## config.mk

```make
export PLATFORM = sky130hd
export DESIGN_NAME = level_priority_interrupt_controller
export DESIGN_NICKNAME = d
export VERILOG_FILES = /design/src/common/lpic_pkg.sv /design/src/level_priority_interrupt_controller.sv /design/src/source_collect.sv /design/src/dedicated_line.sv
export SDC_FILE = /design/constraint.sdc
export NUM_CORES = 1
export LEC_CHECK = 0
export ABC_AREA = 0
export BUFFER_PORTS_ARGS = -buffer_cell sky130_fd_sc_hd__buf_2
export CAP_MARGIN = 15
export CORE_ASPECT_RATIO = 2
export CORE_MARGIN = 2
export CORE_UTILIZATION = 45
export DETAILED_ROUTE_END_ITERATION = 6
export PLACE_DENSITY_LB_ADDON = 0.3
export SLEW_MARGIN = 20
export SYNTH_ARGS = -nofsm -noshare
export SYNTH_HDL_FRONTEND = slang
export SYNTH_SLANG_ARGS = --single-unit
export TNS_END_PERCENT = 20
```

## constraint.sdc

```tcl
create_clock -name clk_i -period 4.39 [get_ports clk_i]
set_clock_uncertainty 0.05 [all_clocks]
set_input_delay 0.6585 -clock clk_i [delete_from_list [all_inputs] [get_ports clk_i]]
set_output_delay 0.6585 -clock clk_i [all_outputs]
set_load 0.05 [all_outputs]
```

## src/common/lpic_pkg.sv

```systemverilog
// Notes on behaviour
// Fifteen internal sources accepted; each one maskable on its own.
// Every event inside a source has its own enable bit.
// Normal mode: three pins form an encoded priority level, up to seven levels.
// Outside logic never presents level 4 on the encoded pins.
// Encoded pins: 000=7, 001=6, 010=5, 100=3, 101=2, 110=1.
// Dedicated mode: pins are request lines for levels 7, 6 and 1.
// Each dedicated line chooses edge or level detection independently.
// Dedicated mode: outside devices never use levels 2, 3, 5 or 4.
// Dedicated mode with ack pins enabled drives acknowledge pins for 7, 6, 1.
// All internal requests sit at fixed level 4.
// Priority encoder presents only the highest pending level to the core.
// Internal pending indication may optionally raise the bus clear request.
// Acknowledge cycle: function code 111, address 19..16 high, 3..1 the level.
// Internal requests get their vector driven on the low data byte.
// Vector is three programmed high bits joined to five source bits.
// Mode config may make the block supply vectors for external levels too.
// External device drives its own vector or asserts autovector.
// Level 4 order: input3, input2, ser1, bus err, dma, ser2 ... input0.
// General DMA source carries only the general DMA channel.
// Mode bit 0 selects encoded inputs, 1 selects dedicated lines.
// Acknowledged request is cleared and remaining requests re-evaluated.
// Level 4 acknowledge with nothing internal pending gives code 00000.
// Edge-detected dedicated request stays pending until acknowledged.
package lpic_pkg;
    localparam int NUM_SRC = 15;
    localparam int EV_W = 2;

    // Register byte offsets
    localparam logic [7:0] OFS_MODE = 8'h00;
    localparam logic [7:0] OFS_PEND = 8'h04;
    localparam logic [7:0] OFS_MASK = 8'h08;
    localparam logic [7:0] OFS_EVEN = 8'h0C;
    localparam logic [7:0] OFS_CTRL = 8'h10;
    localparam logic [7:0] OFS_STAT = 8'h14;

    // Mode register fields
    localparam int MODE_DED_BIT = 15;
    localparam int MODE_IV7_BIT = 14;
    localparam int MODE_IV6_BIT = 13;
    localparam int MODE_IV1_BIT = 12;
    localparam int MODE_ET7_BIT = 10;
    localparam int MODE_ET6_BIT = 9;
    localparam int MODE_ET1_BIT = 8;
    localparam int MODE_VHI_LSB = 5;
    localparam logic [15:0] MODE_WMASK = 16'hF7E0;

    // Control register fields
    localparam int CTRL_BUS_CLEAR_REQUEST_BIT = 0;
    localparam int CTRL_ACK_BIT = 1;

    // Reset values
    localparam logic [15:0] MODE_RST = 16'h0000;
    localparam logic [14:0] MASK_RST = 15'h0000;
    localparam logic [29:0] EVEN_RST = 30'h00000000;
    localparam logic [1:0] CTRL_RST = 2'h0;

    // Acknowledge decode and vector codes
    localparam logic [2:0] FC_IACK = 3'h7;
    localparam logic [3:0] ADDR_HI_IACK = 4'hF;
    localparam logic [2:0] LVL_INT = 3'h4;
    localparam logic [2:0] LVL_7 = 3'h7;
    localparam logic [2:0] LVL_6 = 3'h6;
    localparam logic [2:0] LVL_1 = 3'h1;
    localparam logic [4:0] CODE_ERR = 5'h00;
    localparam logic [4:0] CODE_L7 = 5'h17;
    localparam logic [4:0] CODE_L6 = 5'h16;
    localparam logic [4:0] CODE_L1 = 5'h11;
endpackage

```

## src/level_priority_interrupt_controller.sv

```systemverilog
// The AHB-Lite register port and the address map were left to the implementer.
`timescale 1ns/10ps
module level_priority_interrupt_controller #(
    parameter int NUM_SRC = lpic_pkg::NUM_SRC,
    parameter int EV_W = lpic_pkg::EV_W
) (
    // Clock and reset
    input wire logic clk_i,
    input wire logic rst_i,
    // AHB-Lite slave
    input wire logic hsel_i,
    input wire logic [31:0] haddr_i,
    input wire logic [1:0] htrans_i,
    input wire logic hwrite_i,
    input wire logic [2:0] hsize_i,
    input wire logic [31:0] hwdata_i,
    input wire logic hready_i,
    output logic [31:0] hrdata_o,
    output logic hreadyout_o,
    output logic hresp_o,
    // Internal source events, source i at bits i*EV_W
    input wire logic [NUM_SRC*EV_W-1:0] src_events_i,
    // External request pins: [2]=level7/enc2, [1]=level6/enc1, [0]=level1/enc0
    input wire logic [2:0] request_pins_n_i,
    // Core side
    output logic [2:0] core_level_o,
    output logic internal_pending_indication_o,
    output logic bus_clear_request_o,
    // Acknowledge cycle
    input wire logic iack_cycle_i,
    input wire logic [2:0] function_code_lines_i,
    input wire logic [3:0] addr_hi_i,
    input wire logic [2:0] addr_lvl_i,
    output logic [7:0] vector_o,
    output logic vector_valid_o,
    output logic external_vector_o,
    // Dedicated acknowledge pins, active high
    output logic dedicated_ack_level7_o,
    output logic dedicated_ack_level6_o,
    output logic dedicated_ack_level1_o
);
    localparam int EVT_BITS = NUM_SRC * EV_W;

    // Bus and register state
    logic wr_pend_r;
    logic [7:0] wr_addr_r;
    logic [31:0] rdata_r;
    logic [15:0] mode_r;
    logic [NUM_SRC-1:0] mask_r;
    logic [EVT_BITS-1:0] even_r;
    logic [1:0] ctrl_r;
    logic wr_pend_nxt;
    logic [7:0] wr_addr_nxt;
    logic [31:0] rdata_nxt;
    logic [15:0] mode_nxt;
    logic [NUM_SRC-1:0] mask_nxt;
    logic [EVT_BITS-1:0] even_nxt;
    logic [1:0] ctrl_nxt;
    logic [NUM_SRC-1:0] sw_clr;

    // Acknowledge and core state
    logic iack_prev_r;
    logic [7:0] vector_r;
    logic vector_valid_r;
    logic ext_vec_r;
    logic [2:0] ack_r;
    logic [2:0] core_level_r;
    logic int_ind_r;
    logic bus_clear_request_r;
    logic iack_prev_nxt;
    logic [7:0] vector_nxt;
    logic vector_valid_nxt;
    logic ext_vec_nxt;
    logic [2:0] ack_nxt;
    logic [2:0] core_level_nxt;
    logic int_ind_nxt;
    logic bus_clear_request_nxt;
    logic [NUM_SRC-1:0] ack_clr;
    logic [2:0] ded_clr;

    // Combinational status
    logic [NUM_SRC-1:0] pend_w;
    logic [NUM_SRC-1:0] int_req;
    logic int_any;
    logic [NUM_SRC-1:0] int_sel;
    logic [4:0] int_code;
    logic [2:0] pins_n;
    logic [2:0] ded_req;
    logic [2:0] ext_level;
    logic dedicated;
    logic iack_hit;
    logic iack_start;

    assign dedicated = mode_r[lpic_pkg::MODE_DED_BIT];

    // Per-source pending latches and request pin detectors
    genvar g;
    generate
        for (g = 0; g < NUM_SRC; g++) begin : g_src
            source_collect #(.EV_W(EV_W)) u_src (
                .clk_i(clk_i),
                .rst_i(rst_i),
                .events_i(src_events_i[g*EV_W +: EV_W]),
                .event_en_i(even_r[g*EV_W +: EV_W]),
                .clr_i(ack_clr[g] | sw_clr[g]),
                .pend_o(pend_w[g])
            );
        end
        for (g = 0; g < 3; g++) begin : g_pin
            dedicated_line u_pin (
                .clk_i(clk_i),
                .rst_i(rst_i),
                .line_n_i(request_pins_n_i[g]),
                .edge_mode_i(dedicated & mode_r[lpic_pkg::MODE_ET1_BIT + g]),
                .ack_clr_i(ded_clr[g]),
                .line_n_o(pins_n[g]),
                .req_o(ded_req[g])
            );
        end
    endgenerate

    // Source index i ranks above i-1; its vector code is i+1
    always_comb begin
        int_req = pend_w & mask_r;
        int_any = |int_req;
        int_sel = '0;
        int_code = lpic_pkg::CODE_ERR;
        for (int i = 0; i < NUM_SRC; i++) begin
            if (int_req[i]) begin
                int_sel = '0;
                int_sel[i] = 1'b1;
                int_code = 5'(i + 1);
            end
        end
    end

    // External level from pins
    always_comb begin
        if (dedicated) begin
            if (ded_req[2]) begin
                ext_level = lpic_pkg::LVL_7;
            end else if (ded_req[1]) begin
                ext_level = lpic_pkg::LVL_6;
            end else if (ded_req[0]) begin
                ext_level = lpic_pkg::LVL_1;
            end else begin
                ext_level = 3'h0;
            end
        end else begin
            ext_level = 3'h7 - pins_n;
            // Level 4 belongs to internal sources; ignore it from outside
            if (ext_level == lpic_pkg::LVL_INT) begin
                ext_level = 3'h0;
            end
        end
    end

    assign iack_hit = iack_cycle_i && function_code_lines_i == lpic_pkg::FC_IACK
        && addr_hi_i == lpic_pkg::ADDR_HI_IACK;
    assign iack_start = iack_hit & ~iack_prev_r;

    // Register bus: zero wait states, read data registered in address phase
    always_comb begin
        logic take;
        take = hsel_i & htrans_i[1] & hready_i;
        wr_pend_nxt = take & hwrite_i;
        wr_addr_nxt = take ? haddr_i[7:0] : wr_addr_r;
        rdata_nxt = rdata_r;
        mode_nxt = mode_r;
        mask_nxt = mask_r;
        even_nxt = even_r;
        ctrl_nxt = ctrl_r;
        sw_clr = '0;
        if (take && !hwrite_i) begin
            case ({haddr_i[7:2], 2'b00})
                lpic_pkg::OFS_MODE: rdata_nxt = {16'h0000, mode_r};
                lpic_pkg::OFS_PEND: rdata_nxt = 32'(pend_w);
                lpic_pkg::OFS_MASK: rdata_nxt = 32'(mask_r);
                lpic_pkg::OFS_EVEN: rdata_nxt = 32'(even_r);
                lpic_pkg::OFS_CTRL: rdata_nxt = 32'(ctrl_r);
                lpic_pkg::OFS_STAT: rdata_nxt = {24'h000000, 2'b00, ext_level, core_level_r};
                default: rdata_nxt = 32'h00000000;
            endcase
        end
        if (wr_pend_r) begin
            case ({wr_addr_r[7:2], 2'b00})
                lpic_pkg::OFS_MODE: mode_nxt = hwdata_i[15:0] & lpic_pkg::MODE_WMASK;
                lpic_pkg::OFS_PEND: sw_clr = hwdata_i[NUM_SRC-1:0];
                lpic_pkg::OFS_MASK: mask_nxt = hwdata_i[NUM_SRC-1:0];
                lpic_pkg::OFS_EVEN: even_nxt = hwdata_i[EVT_BITS-1:0];
                lpic_pkg::OFS_CTRL: ctrl_nxt = hwdata_i[1:0];
                default: ;
            endcase
        end
    end

    always_ff @(posedge clk_i) begin
        if (rst_i) begin
            wr_pend_r <= 1'b0;
            wr_addr_r <= 8'h00;
            rdata_r <= 32'h00000000;
            mode_r <= lpic_pkg::MODE_RST;
            mask_r <= lpic_pkg::MASK_RST;
            even_r <= lpic_pkg::EVEN_RST;
            ctrl_r <= lpic_pkg::CTRL_RST;
        end else begin
            wr_pend_r <= wr_pend_nxt;
            wr_addr_r <= wr_addr_nxt;
            rdata_r <= rdata_nxt;
            mode_r <= mode_nxt;
            mask_r <= mask_nxt;
            even_r <= even_nxt;
            ctrl_r <= ctrl_nxt;
        end
    end

    // Acknowledge, vector and core level
    always_comb begin
        iack_prev_nxt = iack_hit;
        vector_nxt = vector_r;
        vector_valid_nxt = 1'b0;
        ext_vec_nxt = 1'b0;
        ack_clr = '0;
        ded_clr = 3'b000;
        ack_nxt = 3'b000;
        if (iack_hit && dedicated && ctrl_r[lpic_pkg::CTRL_ACK_BIT]) begin
            ack_nxt[2] = addr_lvl_i == lpic_pkg::LVL_7;
            ack_nxt[1] = addr_lvl_i == lpic_pkg::LVL_6;
            ack_nxt[0] = addr_lvl_i == lpic_pkg::LVL_1;
        end
        if (iack_start) begin
            case (addr_lvl_i)
                lpic_pkg::LVL_INT: begin
                    // No internal request left gives the error code
                    vector_nxt = {mode_r[7:5], int_code};
                    vector_valid_nxt = 1'b1;
                    ack_clr = int_sel;
                end
                lpic_pkg::LVL_7: begin
                    ded_clr[2] = 1'b1;
                    vector_nxt = {mode_r[7:5], lpic_pkg::CODE_L7};
                    vector_valid_nxt = mode_r[lpic_pkg::MODE_IV7_BIT];
                    ext_vec_nxt = ~mode_r[lpic_pkg::MODE_IV7_BIT];
                end
                lpic_pkg::LVL_6: begin
                    ded_clr[1] = 1'b1;
                    vector_nxt = {mode_r[7:5], lpic_pkg::CODE_L6};
                    vector_valid_nxt = mode_r[lpic_pkg::MODE_IV6_BIT];
                    ext_vec_nxt = ~mode_r[lpic_pkg::MODE_IV6_BIT];
                end
                lpic_pkg::LVL_1: begin
                    ded_clr[0] = 1'b1;
                    vector_nxt = {mode_r[7:5], lpic_pkg::CODE_L1};
                    vector_valid_nxt = mode_r[lpic_pkg::MODE_IV1_BIT];
                    ext_vec_nxt = ~mode_r[lpic_pkg::MODE_IV1_BIT];
                end
                default: begin
                    ext_vec_nxt = 1'b1;
                end
            endcase
        end
        // Highest of internal level and external level reaches the core
        if (int_any && ext_level < lpic_pkg::LVL_INT) begin
            core_level_nxt = lpic_pkg::LVL_INT;
        end else begin
            core_level_nxt = ext_level;
        end
        int_ind_nxt = int_any;
        bus_clear_request_nxt = int_any & ctrl_r[lpic_pkg::CTRL_BUS_CLEAR_REQUEST_BIT];
    end

    always_ff @(posedge clk_i) begin
        if (rst_i) begin
            iack_prev_r <= 1'b0;
            vector_r <= 8'h00;
            vector_valid_r <= 1'b0;
            ext_vec_r <= 1'b0;
            ack_r <= 3'b000;
            core_level_r <= 3'h0;
            int_ind_r <= 1'b0;
            bus_clear_request_r <= 1'b0;
        end else begin
            iack_prev_r <= iack_prev_nxt;
            vector_r <= vector_nxt;
            vector_valid_r <= vector_valid_nxt;
            ext_vec_r <= ext_vec_nxt;
            ack_r <= ack_nxt;
            core_level_r <= core_level_nxt;
            int_ind_r <= int_ind_nxt;
            bus_clear_request_r <= bus_clear_request_nxt;
        end
    end

    assign hrdata_o = rdata_r;
    assign hreadyout_o = 1'b1;
    assign hresp_o = 1'b0;
    assign core_level_o = core_level_r;
    assign internal_pending_indication_o = int_ind_r;
    assign bus_clear_request_o = bus_clear_request_r;
    assign vector_o = vector_r;
    assign vector_valid_o = vector_valid_r;
    assign external_vector_o = ext_vec_r;
    assign dedicated_ack_level7_o = ack_r[2];
    assign dedicated_ack_level6_o = ack_r[1];
    assign dedicated_ack_level1_o = ack_r[0];
endmodule

```

## src/source_collect.sv

```systemverilog
`timescale 1ns/10ps
module source_collect #(
    parameter int EV_W = 2
) (
    // Clock and reset
    input wire logic clk_i,
    input wire logic rst_i,
    // Events and control
    input wire logic [EV_W-1:0] events_i,
    input wire logic [EV_W-1:0] event_en_i,
    input wire logic clr_i,
    // Status
    output logic pend_o
);
    logic pend_r;
    logic pend_nxt;

    // Set beats clear so an event in the clearing cycle survives
    always_comb begin
        pend_nxt = (pend_r & ~clr_i) | (|(events_i & event_en_i));
    end

    always_ff @(posedge clk_i) begin
        if (rst_i) begin
            pend_r <= 1'b0;
        end else begin
            pend_r <= pend_nxt;
        end
    end

    assign pend_o = pend_r;
endmodule

```

## src/dedicated_line.sv

```systemverilog
`timescale 1ns/10ps
module dedicated_line (
    // Clock and reset
    input wire logic clk_i,
    input wire logic rst_i,
    // Pin, active low, asynchronous
    input wire logic line_n_i,
    // Control
    input wire logic edge_mode_i,
    input wire logic ack_clr_i,
    // Results
    output logic line_n_o,
    output logic req_o
);
    logic sync1_r;
    logic sync2_r;
    logic prev_r;
    logic pend_r;
    logic sync1_nxt;
    logic sync2_nxt;
    logic prev_nxt;
    logic pend_nxt;
    logic fall;

    always_comb begin
        sync1_nxt = line_n_i;
        sync2_nxt = sync1_r;
        prev_nxt = sync2_r;
        fall = prev_r & ~sync2_r;
        // Latched until acknowledged, even if the line goes back high
        pend_nxt = edge_mode_i & ((pend_r & ~ack_clr_i) | fall);
    end

    always_ff @(posedge clk_i) begin
        if (rst_i) begin
            sync1_r <= 1'b1;
            sync2_r <= 1'b1;
            prev_r <= 1'b1;
            pend_r <= 1'b0;
        end else begin
            sync1_r <= sync1_nxt;
            sync2_r <= sync2_nxt;
            prev_r <= prev_nxt;
            pend_r <= pend_nxt;
        end
    end

    assign line_n_o = sync2_r;
    assign req_o = edge_mode_i ? pend_r : ~sync2_r;
endmodule

```

=== After elaboration in Yosys (flattened, before gate mapping) ===
Cells that the tools add are included.

* Add/subtract/negate cells: 1
* Magnitude comparators: 1
* Equal/unequal tests: 16
* Mux-type cells: 51
* Reductions and logical operators: 34
* Bitwise logic cells: 108

{| class="wikitable"
|+ Operators with widths
! cell !! number
|-
| 15-bit 2-to-1 mux || 17
|-
| 30-bit case mux with 6 select lines || 1
|-
| 5-bit 2-to-1 mux || 14
|-
| 2-bit OR reduction || 18
|-
| 1-bit bitwise OR || 33
|-
| 1-bit bitwise AND || 32
|-
| 8-bit case mux with 4 select lines || 1
|-
| 2-bit bitwise AND || 15
|-
| 1-bit inverter || 27
|-
| 6-bit by 2-bit equality test with 1-bit output (second input constant) || 4
|-
| 6-bit by 3-bit equality test with 1-bit output (second input constant) || 3
|-
| 3-bit 2-to-1 mux || 6
|-
| 15-bit bitwise AND || 1
|-
| 3-bit equality test (second input constant) || 5
|-
| 15-bit OR reduction || 1
|-
| 6-bit by 1-bit equality test with 1-bit output (second input constant) || 2
|-
| 6-bit zero test || 2
|-
| 2-bit AND reduction || 5
|-
| 1-bit 2-to-1 mux || 9
|-
| 1-bit case mux with 4 select lines || 2
|-
| 1-bit logical AND || 6
|-
| 4-bit equality test (second input constant) || 1
|-
| 4-bit nonzero test || 1
|-
| 3-bit by 1-bit equality test with 1-bit output (second input constant) || 1
|-
| 4 further kinds || 4
|}

* Logic and storage cells: 254
* Bits of input ports: 118
* Register bits after elaboration: 144

=== Depth between registers and ports, before layout ===
Gate-level depths: netlist (run 1).

* Word-level depth: 22
* Depth in mapped cells: 7
* Depth with buffers taken out: 5

=== Cells and area by module ===
Synthesis (run 1) repeated with hierarchy kept, for this count alone.

* Cells, all modules: 695
* Area, all modules: 6172.2 um2

{| class="wikitable"
|+ By module, submodules not included
! module !! cells each !! instances !! seq. area each (um2) !! area an instance (um2)
|-
| level_priority_interrupt_controller || 596 || 1 || 2262.2 || 5049.8
|-
| source_collect || 4 || 15 || 20.0 || 46.3
|-
| dedicated_line || 13 || 3 || 80.1 || 142.6
|}

=== Least setup slack after synthesis (run 1) ===
OpenSTA, ideal clock, no wires.

* Path type: in2reg
* Start point: input addr_lvl_i[0]
* End point: register g_src[3].u_src.pend_r
* Data arrival time: 2.013 ns
* Setup slack: 2.195 ns
* Library setup time: 0.132 ns
* Stages on the path: 6
* Data required time: 4.208 ns
* Buffers on the path: 1
* Path through: buf_2 > or3b_4 > nor4_4 > nand2b_4 > o311ai_2 > a21oi_1

* Longest elaborated chain between the ends: 7

{| class="wikitable"
|+ Ends and longest elaborated chain
! element !! RTL line !! source
|-
| start, declared || level_priority_interrupt_controller.sv:33 || <nowiki>input wire logic [2:0] addr_lvl_i,</nowiki>
|-
| 3-bit equality test || level_priority_interrupt_controller.sv:232 || <nowiki>case (addr_lvl_i)</nowiki>
|-
| 15-bit 2-to-1 mux || level_priority_interrupt_controller.sv:232 ||
|-
| 15-bit 2-to-1 mux || level_priority_interrupt_controller.sv:231 || <nowiki>if (iack_start) begin</nowiki>
|-
| 1-bit bitwise OR || level_priority_interrupt_controller.sv:105 || <nowiki>.clr_i(ack_clr[g] | sw_clr[g]),</nowiki>
|-
| 1-bit inverter || source_collect.sv:20 || <nowiki>pend_nxt = (pend_r & ~clr_i) | (|(events_i & event_en_i));</nowiki>
|-
| 1-bit bitwise AND || source_collect.sv:20 ||
|-
| 1-bit bitwise OR || source_collect.sv:20 ||
|-
| end signal, assigned || source_collect.sv:27 || <nowiki>pend_r <= pend_nxt;</nowiki>
|-
| end, declared || source_collect.sv:15 || <nowiki>logic pend_r;</nowiki>
|}

No other way between the ends.
A chain may end at the register's enable or synchronous reset.

=== Final worst setup path (run 1) ===
* Start point: register wr_addr_r[6]
* End point: register even_r[27]

* Longest elaborated chain between the ends: 2

{| class="wikitable"
|+ Ends and longest elaborated chain
! element !! RTL line !! source
|-
| start, declared || level_priority_interrupt_controller.sv:46 || <nowiki>logic [7:0] wr_addr_r;</nowiki>
|-
| start signal, assigned || level_priority_interrupt_controller.sv:208 || <nowiki>wr_addr_r <= wr_addr_nxt;</nowiki>
|-
| 6-bit by 2-bit equality test with 1-bit output || level_priority_interrupt_controller.sv:186 || <nowiki>case ({wr_addr_r[7:2], 2'b00})</nowiki>
|-
| 2-bit AND reduction (no source line) || - ||
|-
| end signal, assigned || level_priority_interrupt_controller.sv:204 || <nowiki>even_r <= lpic_pkg::EVEN_RST;</nowiki>
|-
| end signal, assigned || level_priority_interrupt_controller.sv:212 || <nowiki>even_r <= even_nxt;</nowiki>
|-
| end, declared || level_priority_interrupt_controller.sv:50 || <nowiki>logic [EVT_BITS-1:0] even_r;</nowiki>
|}

No other way between the ends.

==> results of run 1 <==
power groups by stage:
stage                     combinational (mW)  clock [mW]  sequential (mW)
final                                  0.134        1.59             1.29
after global routing                   0.144        1.65             1.29
after CTS                              0.133        1.60             1.29
after detailed placement               0.133           0             1.31
after global placement                 0.130           0             1.31
after floorplan                       0.0730           0             1.31
per-stage QoR:
stage	hold WS [ns]	setup slack (ns)	utilization (%)	instance area, sq um	instances
floorplan	0.339	2.20	-	6050	677
global placement	0.354	1.61	51.5	6730	925
CTS	0.357	1.81	56.5	7390	956
detailed placement	0.345	1.52	51.5	6730	925
finish	0.356	1.83	56.5	7390	956
global route	0.385	1.68	56.5	7390	956
how the worst max path moves through the flow:
stage / startpoint / endpoint / slack (ns) / cells past startpoint
after floorplan: addr_lvl_i[0] / g_src[3].u_src.pend_o$_SDFF_PP0_ / 2.20 / 6
after CTS: wr_addr_r[6]$_SDFFE_PP0P_ / even_r[27]$_SDFFE_PP0P_ / 1.81 / 6
after detailed placement: hwrite_i / hrdata_o[15]$_SDFFE_PP0P_ / 1.52 / 6
after global routing: wr_addr_r[6]$_SDFFE_PP0P_ / even_r[28]$_SDFFE_PP0P_ / 1.68 / 6
after global placement: hwrite_i / hrdata_o[6]$_SDFFE_PP0P_ / 1.61 / 6
final: wr_addr_r[6]$_SDFFE_PP0P_ / even_r[27]$_SDFFE_PP0P_ / 1.83 / 6
cell type report:
type,instances,area share [%]
Clock buffer,20,6.32
Timing Repair Buffer,138,9.55
Tap cell,152,2.57
Inverter,9,0.457
Clock inverter,11,2.57
Sequential cell,140,37.9
Multi-Input combinational cell,486,40.6
cell families (layout without fill, tap and decap cells):
family | count (synthesis) | after routing
buf+inv | 51 | 178
compound gates | 167 | 167
other cells | 2 | 4
mux | 47 | 47
simple gates | 268 | 268
flops | 140 | 140
layer usage:
| metal | vias to the layer above | GRT usage (%) | part of all wire [%] |
|---|---|---|---|
| met5 | - | 0 | 0 |
| met3 | 55 | 5.64 | 4.9 |
| li1 | 2635 | - | - |
| met1 | 2634 | 25.9 | 36 |
| met2 | 203 | 44.4 | 55 |
| met4 | 0 | 15.3 | 4.9 |
registers in the layout, indices dropped and copies added (netlist names):
register	cells
core_level_o	3
wr_addr_r	6
even_r	30
hrdata_o	30
mask_r	15
mode_r	10
g_pin.u_pin.prev_r	3
vector_valid_o	1
ack_r	3
ctrl_r	2
bus_clear_request_o	1
iack_prev_r	1
g_src.u_src.pend_o	15
wr_pend_r	1
g_pin.u_pin.pend_r	3
vector_o	8
g_pin.u_pin.line_n_o	3
internal_pending_indication_o	1
g_pin.u_pin.sync1_r	3
external_vector_o	1
Yosys cell counts (all sizes together) (3+ instances only):
cell type / number / area, sq um
or2: 10 / 62.6
nor3: 12 / 65.1
nor4: 4 / 46.3
dfxtp: 140 / 2800
o21ai: 14 / 70.1
inv: 9 / 33.8
a22o: 3 / 26.3
clkbuf: 21 / 78.8
nand4: 8 / 50.1
a32oi: 3 / 26.3
mux2i: 38 / 380
nand3b: 3 / 22.5
a22oi: 45 / 338
nand2: 108 / 405
mux4: 9 / 203
a21o: 4 / 30.0
a21oi: 66 / 330
a21boi: 4 / 30.0
and3: 3 / 18.8
nor4b: 3 / 56.3
nor2: 73 / 277
o311ai: 3 / 33.8
nand3: 22 / 110
nand2b: 5 / 38.8
buf: 21 / 140
o211ai: 5 / 37.5
nor2b: 3 / 18.8
and2: 4 / 25.0
worst max-delay path, stage by stage, from the launching register on:
cell     delay, ns
dfxtp_1       0.31
or4b_4        0.60
nor2_1        0.16
and3_1        0.82
buf_4         0.31
nand2_1       0.09
a21oi_1       0.13
==> flow_metrics.env, run 1 <==
export IMPL_drv_cap=0
export IMPL_hold_viol_final=0
export IMPL_powerDensity_nw_per_um2=408
export IMPL_end_kind="flop"
export IMPL_fmax_mhz=391
export IMPL_reg2reg_depth=6
export IMPL_die_width_microns=85.9
export IMPL_ys_flop_type="dfxtp_1"
export IMPL_start_kind="flop"
export IMPL_fillers=1213
export IMPL_ys_ff_latch=140
export IMPL_layout_drive_gt1_share_pct=25.1
export IMPL_grt_max_degree=100
export IMPL_synthMuxAreaShare_pct=9.66
export IMPL_ff_latch_area_sq_um=2800
export IMPL_wl_per_cell_microns=18.7
export IMPL_synth_compound_area_share_pct=18.2
export IMPL_antenna_found_initial=0
export IMPL_antennaDiodeCount=0
export IMPL_reg2reg_from="wr_addr_r[6]$_SDFFE_PP0P_"
export IMPL_min_path_type="flop to flop"
export IMPL_holdBufCountCts=0
export IMPL_setup_viol=0
export IMPL_drc_errors=0
export IMPL_grt_pass1_wl_mm=28.1
export IMPL_synth_simple_area_share_pct=21.5
export IMPL_rows=59
export IMPL_postCtsSetupBuffers=0
export IMPL_swShare_pct=21.0
export IMPL_num_vias=5527
export IMPL_period_share_pct=58.2
export IMPL_p_switching_mw=0.633
export IMPL_grt_pass1_vias=5669
export IMPL_status="complete, no violations"
export IMPL_timing_max_slew_rel_slack_pct=25.2
export IMPL_pwr_share_clk_pct=52.9
export IMPL_final_common_cell="dfxtp_1"
export IMPL_io_pins=170
export IMPL_min_delay_start="g_pin[0].u_pin.sync1_r$_SDFF_PP1_"
export IMPL_ff2ff_setup_slack_ns=1.83
export IMPL_synth_distinct_cells=59
export IMPL_dr_first_iter_drc_count=378
export IMPL_cts_tree="yes"
export IMPL_ctsRootBufferMaster="clkbuf_16"
export IMPL_nets=910
export IMPL_grt_usage_pct=25.0
export IMPL_synth_top_family_by_area="simple AND/OR/NAND/NOR gates"
export IMPL_worst_pin_slew_ns=1.12
export IMPL_dieArea_sq_um=14400
export IMPL_viasPerCell=5.78
export IMPL_synthToLayoutAreaGrowth_pct=22.3
export IMPL_portBuffers=133
export IMPL_htreeDepth=4
export IMPL_finalPower_mw=3.01
export IMPL_overflow=0
export IMPL_synth_xor_area_share_pct=0
export IMPL_synthCells=675
export IMPL_coreArea_sq_um=13100
export IMPL_clk_insertion_delay_late_ns=0.41
export IMPL_synthesis_area_sq_um=6040
export IMPL_totalWireLength_mm=17.8
export IMPL_required_ns=4.68
export IMPL_place_gp_congestion=0.919
export IMPL_fin_tns_setup_ns=0
export IMPL_clockBufferDepth=2
export IMPL_initial_utilization_pct=46.2
export IMPL_die_h_microns=168
export IMPL_reg2reg_to="even_r[27]$_SDFFE_PP0P_"
export IMPL_crit_type="flop to flop"
export IMPL_holdPathStages=1
export IMPL_p_comb_share_pct=4.4
export IMPL_hpwl_mm=13.0
export IMPL_irDropWorstVdd_mv=0.332
export IMPL_numCtsBuffers=17
export IMPL_antenna_left=0
export IMPL_multi_input_area_sq_um=3000
export IMPL_slew_viol_final=0
export IMPL_hold_end="g_pin[0].u_pin.line_n_o$_SDFF_PP1_"
export IMPL_p_leak_nw=2.86
export IMPL_sequentialPowerShare_pct=42.7
export IMPL_ctsResizeCount=0
export IMPL_synthAdderAreaFrac_pct=0
export IMPL_power_internal_mw=2.38
export IMPL_clock_sinks=140
export IMPL_synth_edf_count=0
export IMPL_syn_area_per_cell_sq_um=8.95
export IMPL_rsz0062_at_grt="no"
export IMPL_clkSlewWorstSetupHoldPaths_ns=0.06
export IMPL_first_pass_iters=5
export IMPL_ys_async_sr_fraction_pct=0
export IMPL_cp_arrival_ns=2.84
export IMPL_layout_common_cells="dfxtp_1, buf_2, nand2_1"
export IMPL_cp_max_fo=20
export IMPL_fin_crit_ns=2.56
export IMPL_synth_seq_area_share_pct=46.4
export IMPL_ys_warn_count=0
No activity file was read; power rests on OpenSTA's default activity.
==> inputs of run 2 (changes only) <==
Clock period 4.39 ns to 2.5 ns, I/O delays scaled along.
==> flow_metrics.env, run 2 (synthesis gave the netlist of run 1 again) <==
export IMPL_status="complete, no violations"
export IMPL_fin_ws_ns=0.525
export IMPL_coreArea_sq_um=13100
export IMPL_dieArea_sq_um=14400
export IMPL_viasPerCell=5.80
export IMPL_rows=59
export IMPL_min_path_type="input pin to flop"
export IMPL_placed_cell_area_sq_um=6820
export IMPL_crit_type="flop to flop"
export IMPL_wl_per_cell_microns=18.2
export IMPL_final_common_cell="dfxtp_1"
export IMPL_antenna_found_initial=0
export IMPL_first_pass_iters=5
export IMPL_place_gp_congestion=0.921
export IMPL_cp_max_fo=5
export IMPL_ff2ff_setup_slack_ns=0.52
export IMPL_slew_viol_final=0
export IMPL_fin_tns_setup_ns=0
export IMPL_grt_max_degree=70
export IMPL_preCtsSetupSlack_ns=0.387
export IMPL_num_vias=5609
export IMPL_synthToLayoutAreaGrowth_pct=22.9
export IMPL_hold_viol_final=0
export IMPL_cp_arrival_ns=2.28
export IMPL_dp_cells=935
export IMPL_totalWireLength_mm=17.6
export IMPL_period_share_pct=79.0
export IMPL_powerDensity_nw_per_um2=680
export IMPL_antenna_left=0
export IMPL_fmax_mhz=506
export IMPL_grt_pass1_wl_mm=27.8
export IMPL_p_leak_nw=2.88
export IMPL_nets=920
export IMPL_io_pins=170
export IMPL_drv_cap=0
export IMPL_antennaDiodeCount=0
export IMPL_timing_max_slew_rel_slack_pct=52.3
export IMPL_final_cell_area_sq_um=7420
export IMPL_required_ns=2.81
export IMPL_rsz0062_at_grt="no"
export IMPL_hpwl_mm=13.1
export IMPL_grt_pass1_vias=5628
export IMPL_ctsResizeCount=0
export IMPL_htreeDepth=4
export IMPL_layout_drive_gt1_share_pct=25.9
export IMPL_overflow=0
export IMPL_drc_errors=0
export IMPL_setup_viol=0
export IMPL_end_kind="flop"
export IMPL_clockBufferDepth=2
export IMPL_clkSlewWorstSetupHoldPaths_ns=0.06
export IMPL_ctsRootBufferMaster="clkbuf_16"
export IMPL_worst_pin_slew_ns=0.716
export IMPL_final_cell_count_no_fill=967
export IMPL_postCtsSetupBuffers=0
export IMPL_dr_first_iter_drc_count=317
export IMPL_clock_sinks=140
export IMPL_holdBufCountCts=0
export IMPL_die_width_microns=85.9
export IMPL_grt_usage_pct=24.7
export IMPL_irDropWorstVdd_mv=0.520
export IMPL_portBuffers=133
export IMPL_cts_tree="yes"
export IMPL_start_kind="flop"
export IMPL_initial_utilization_pct=46.2
export IMPL_numCtsBuffers=17
export IMPL_clk_insertion_delay_late_ns=0.42
export IMPL_die_h_microns=168
export IMPL_fin_crit_ns=1.98
export IMPL_layout_common_cells="dfxtp_1, buf_2, nand2_1"
## run 2: changes by cell type in the layout (fill, tap and decap cells not counted), sizes merged
| cell | change |
|---|---|
| clkinv | +1 |
| clkinvlp | +1 |
| buf | +10 |
| bufinv | -2 |
| clkbuf | +1 |
## run 2: layer usage
layer | track usage (%) | part of all wire [%] | vias to the layer above
li1 | - | - | 2666
met1 | 24.4 | 35 | 2675
met2 | 46.1 | 55 | 219
met3 | 4.80 | 5.4 | 49
met4 | 14.3 | 4.4 | 0
met5 | 0 | 0 | -
## run 2: stage by stage
step | hold slack (ns) | utilization [%] | power [mW]
6_report | 0.0915 | 56.8 | 5.05
5_1_grt | 0.0796 | 56.8 | 5.17
4_1_cts | 0.0807 | 56.8 | 5.07
3_5_place_dp | 0.351 | 52.2 | 2.54
3_3_place_gp | 0.357 | 52.2 | 2.54
2_1_floorplan | 0.339 | - | 2.43
## run 2: path summary, 6_finish.rpt
path / startpoint / to / depth (start not counted)
worst min register to register: g_pin[1].u_pin.sync1_r$_SDFF_PP1_ / g_pin[1].u_pin.line_n_o$_SDFF_PP1_ / 1
worst max-delay path: mask_r[10]$_SDFFE_PP0P_ / core_level_o[1]$_SDFF_PP0_ / 5
worst max register to register: mask_r[10]$_SDFFE_PP0P_ / core_level_o[1]$_SDFF_PP0_ / 5
worst min-delay path: request_pins_n_i[0] / g_pin[0].u_pin.sync1_r$_SDFF_PP1_ / 2
## run 2: critical path, cell delays in order, from the launching register on
cell and delay, ns:
dfxtp_1 0.34, a22oi_1 0.41, nand4_1 0.28, nor3_1 0.47, buf_4 0.21, o2111a_1 0.16
## run 2: layout make-up
| type | count | area (sq um) |
|---|---|---|
| clock buffer | 21 | 460 |
| clock inverter | 11 | 143 |
| fill | 1185 | 5650 |
| inverter | 9 | 33.8 |
| multi-input combinational | 486 | 3000 |
| sequential | 140 | 2800 |
| tap | 152 | 190 |
| timing repair buffer | 148 | 793 |
## run 2: power by group
part           internal [mW]  switching (mW)  total [mW]
Clock                   1.62           0.932        2.55
Combinational         0.0922           0.149       0.241
Sequential              2.24          0.0128        2.26
Total                   3.95            1.09        5.05
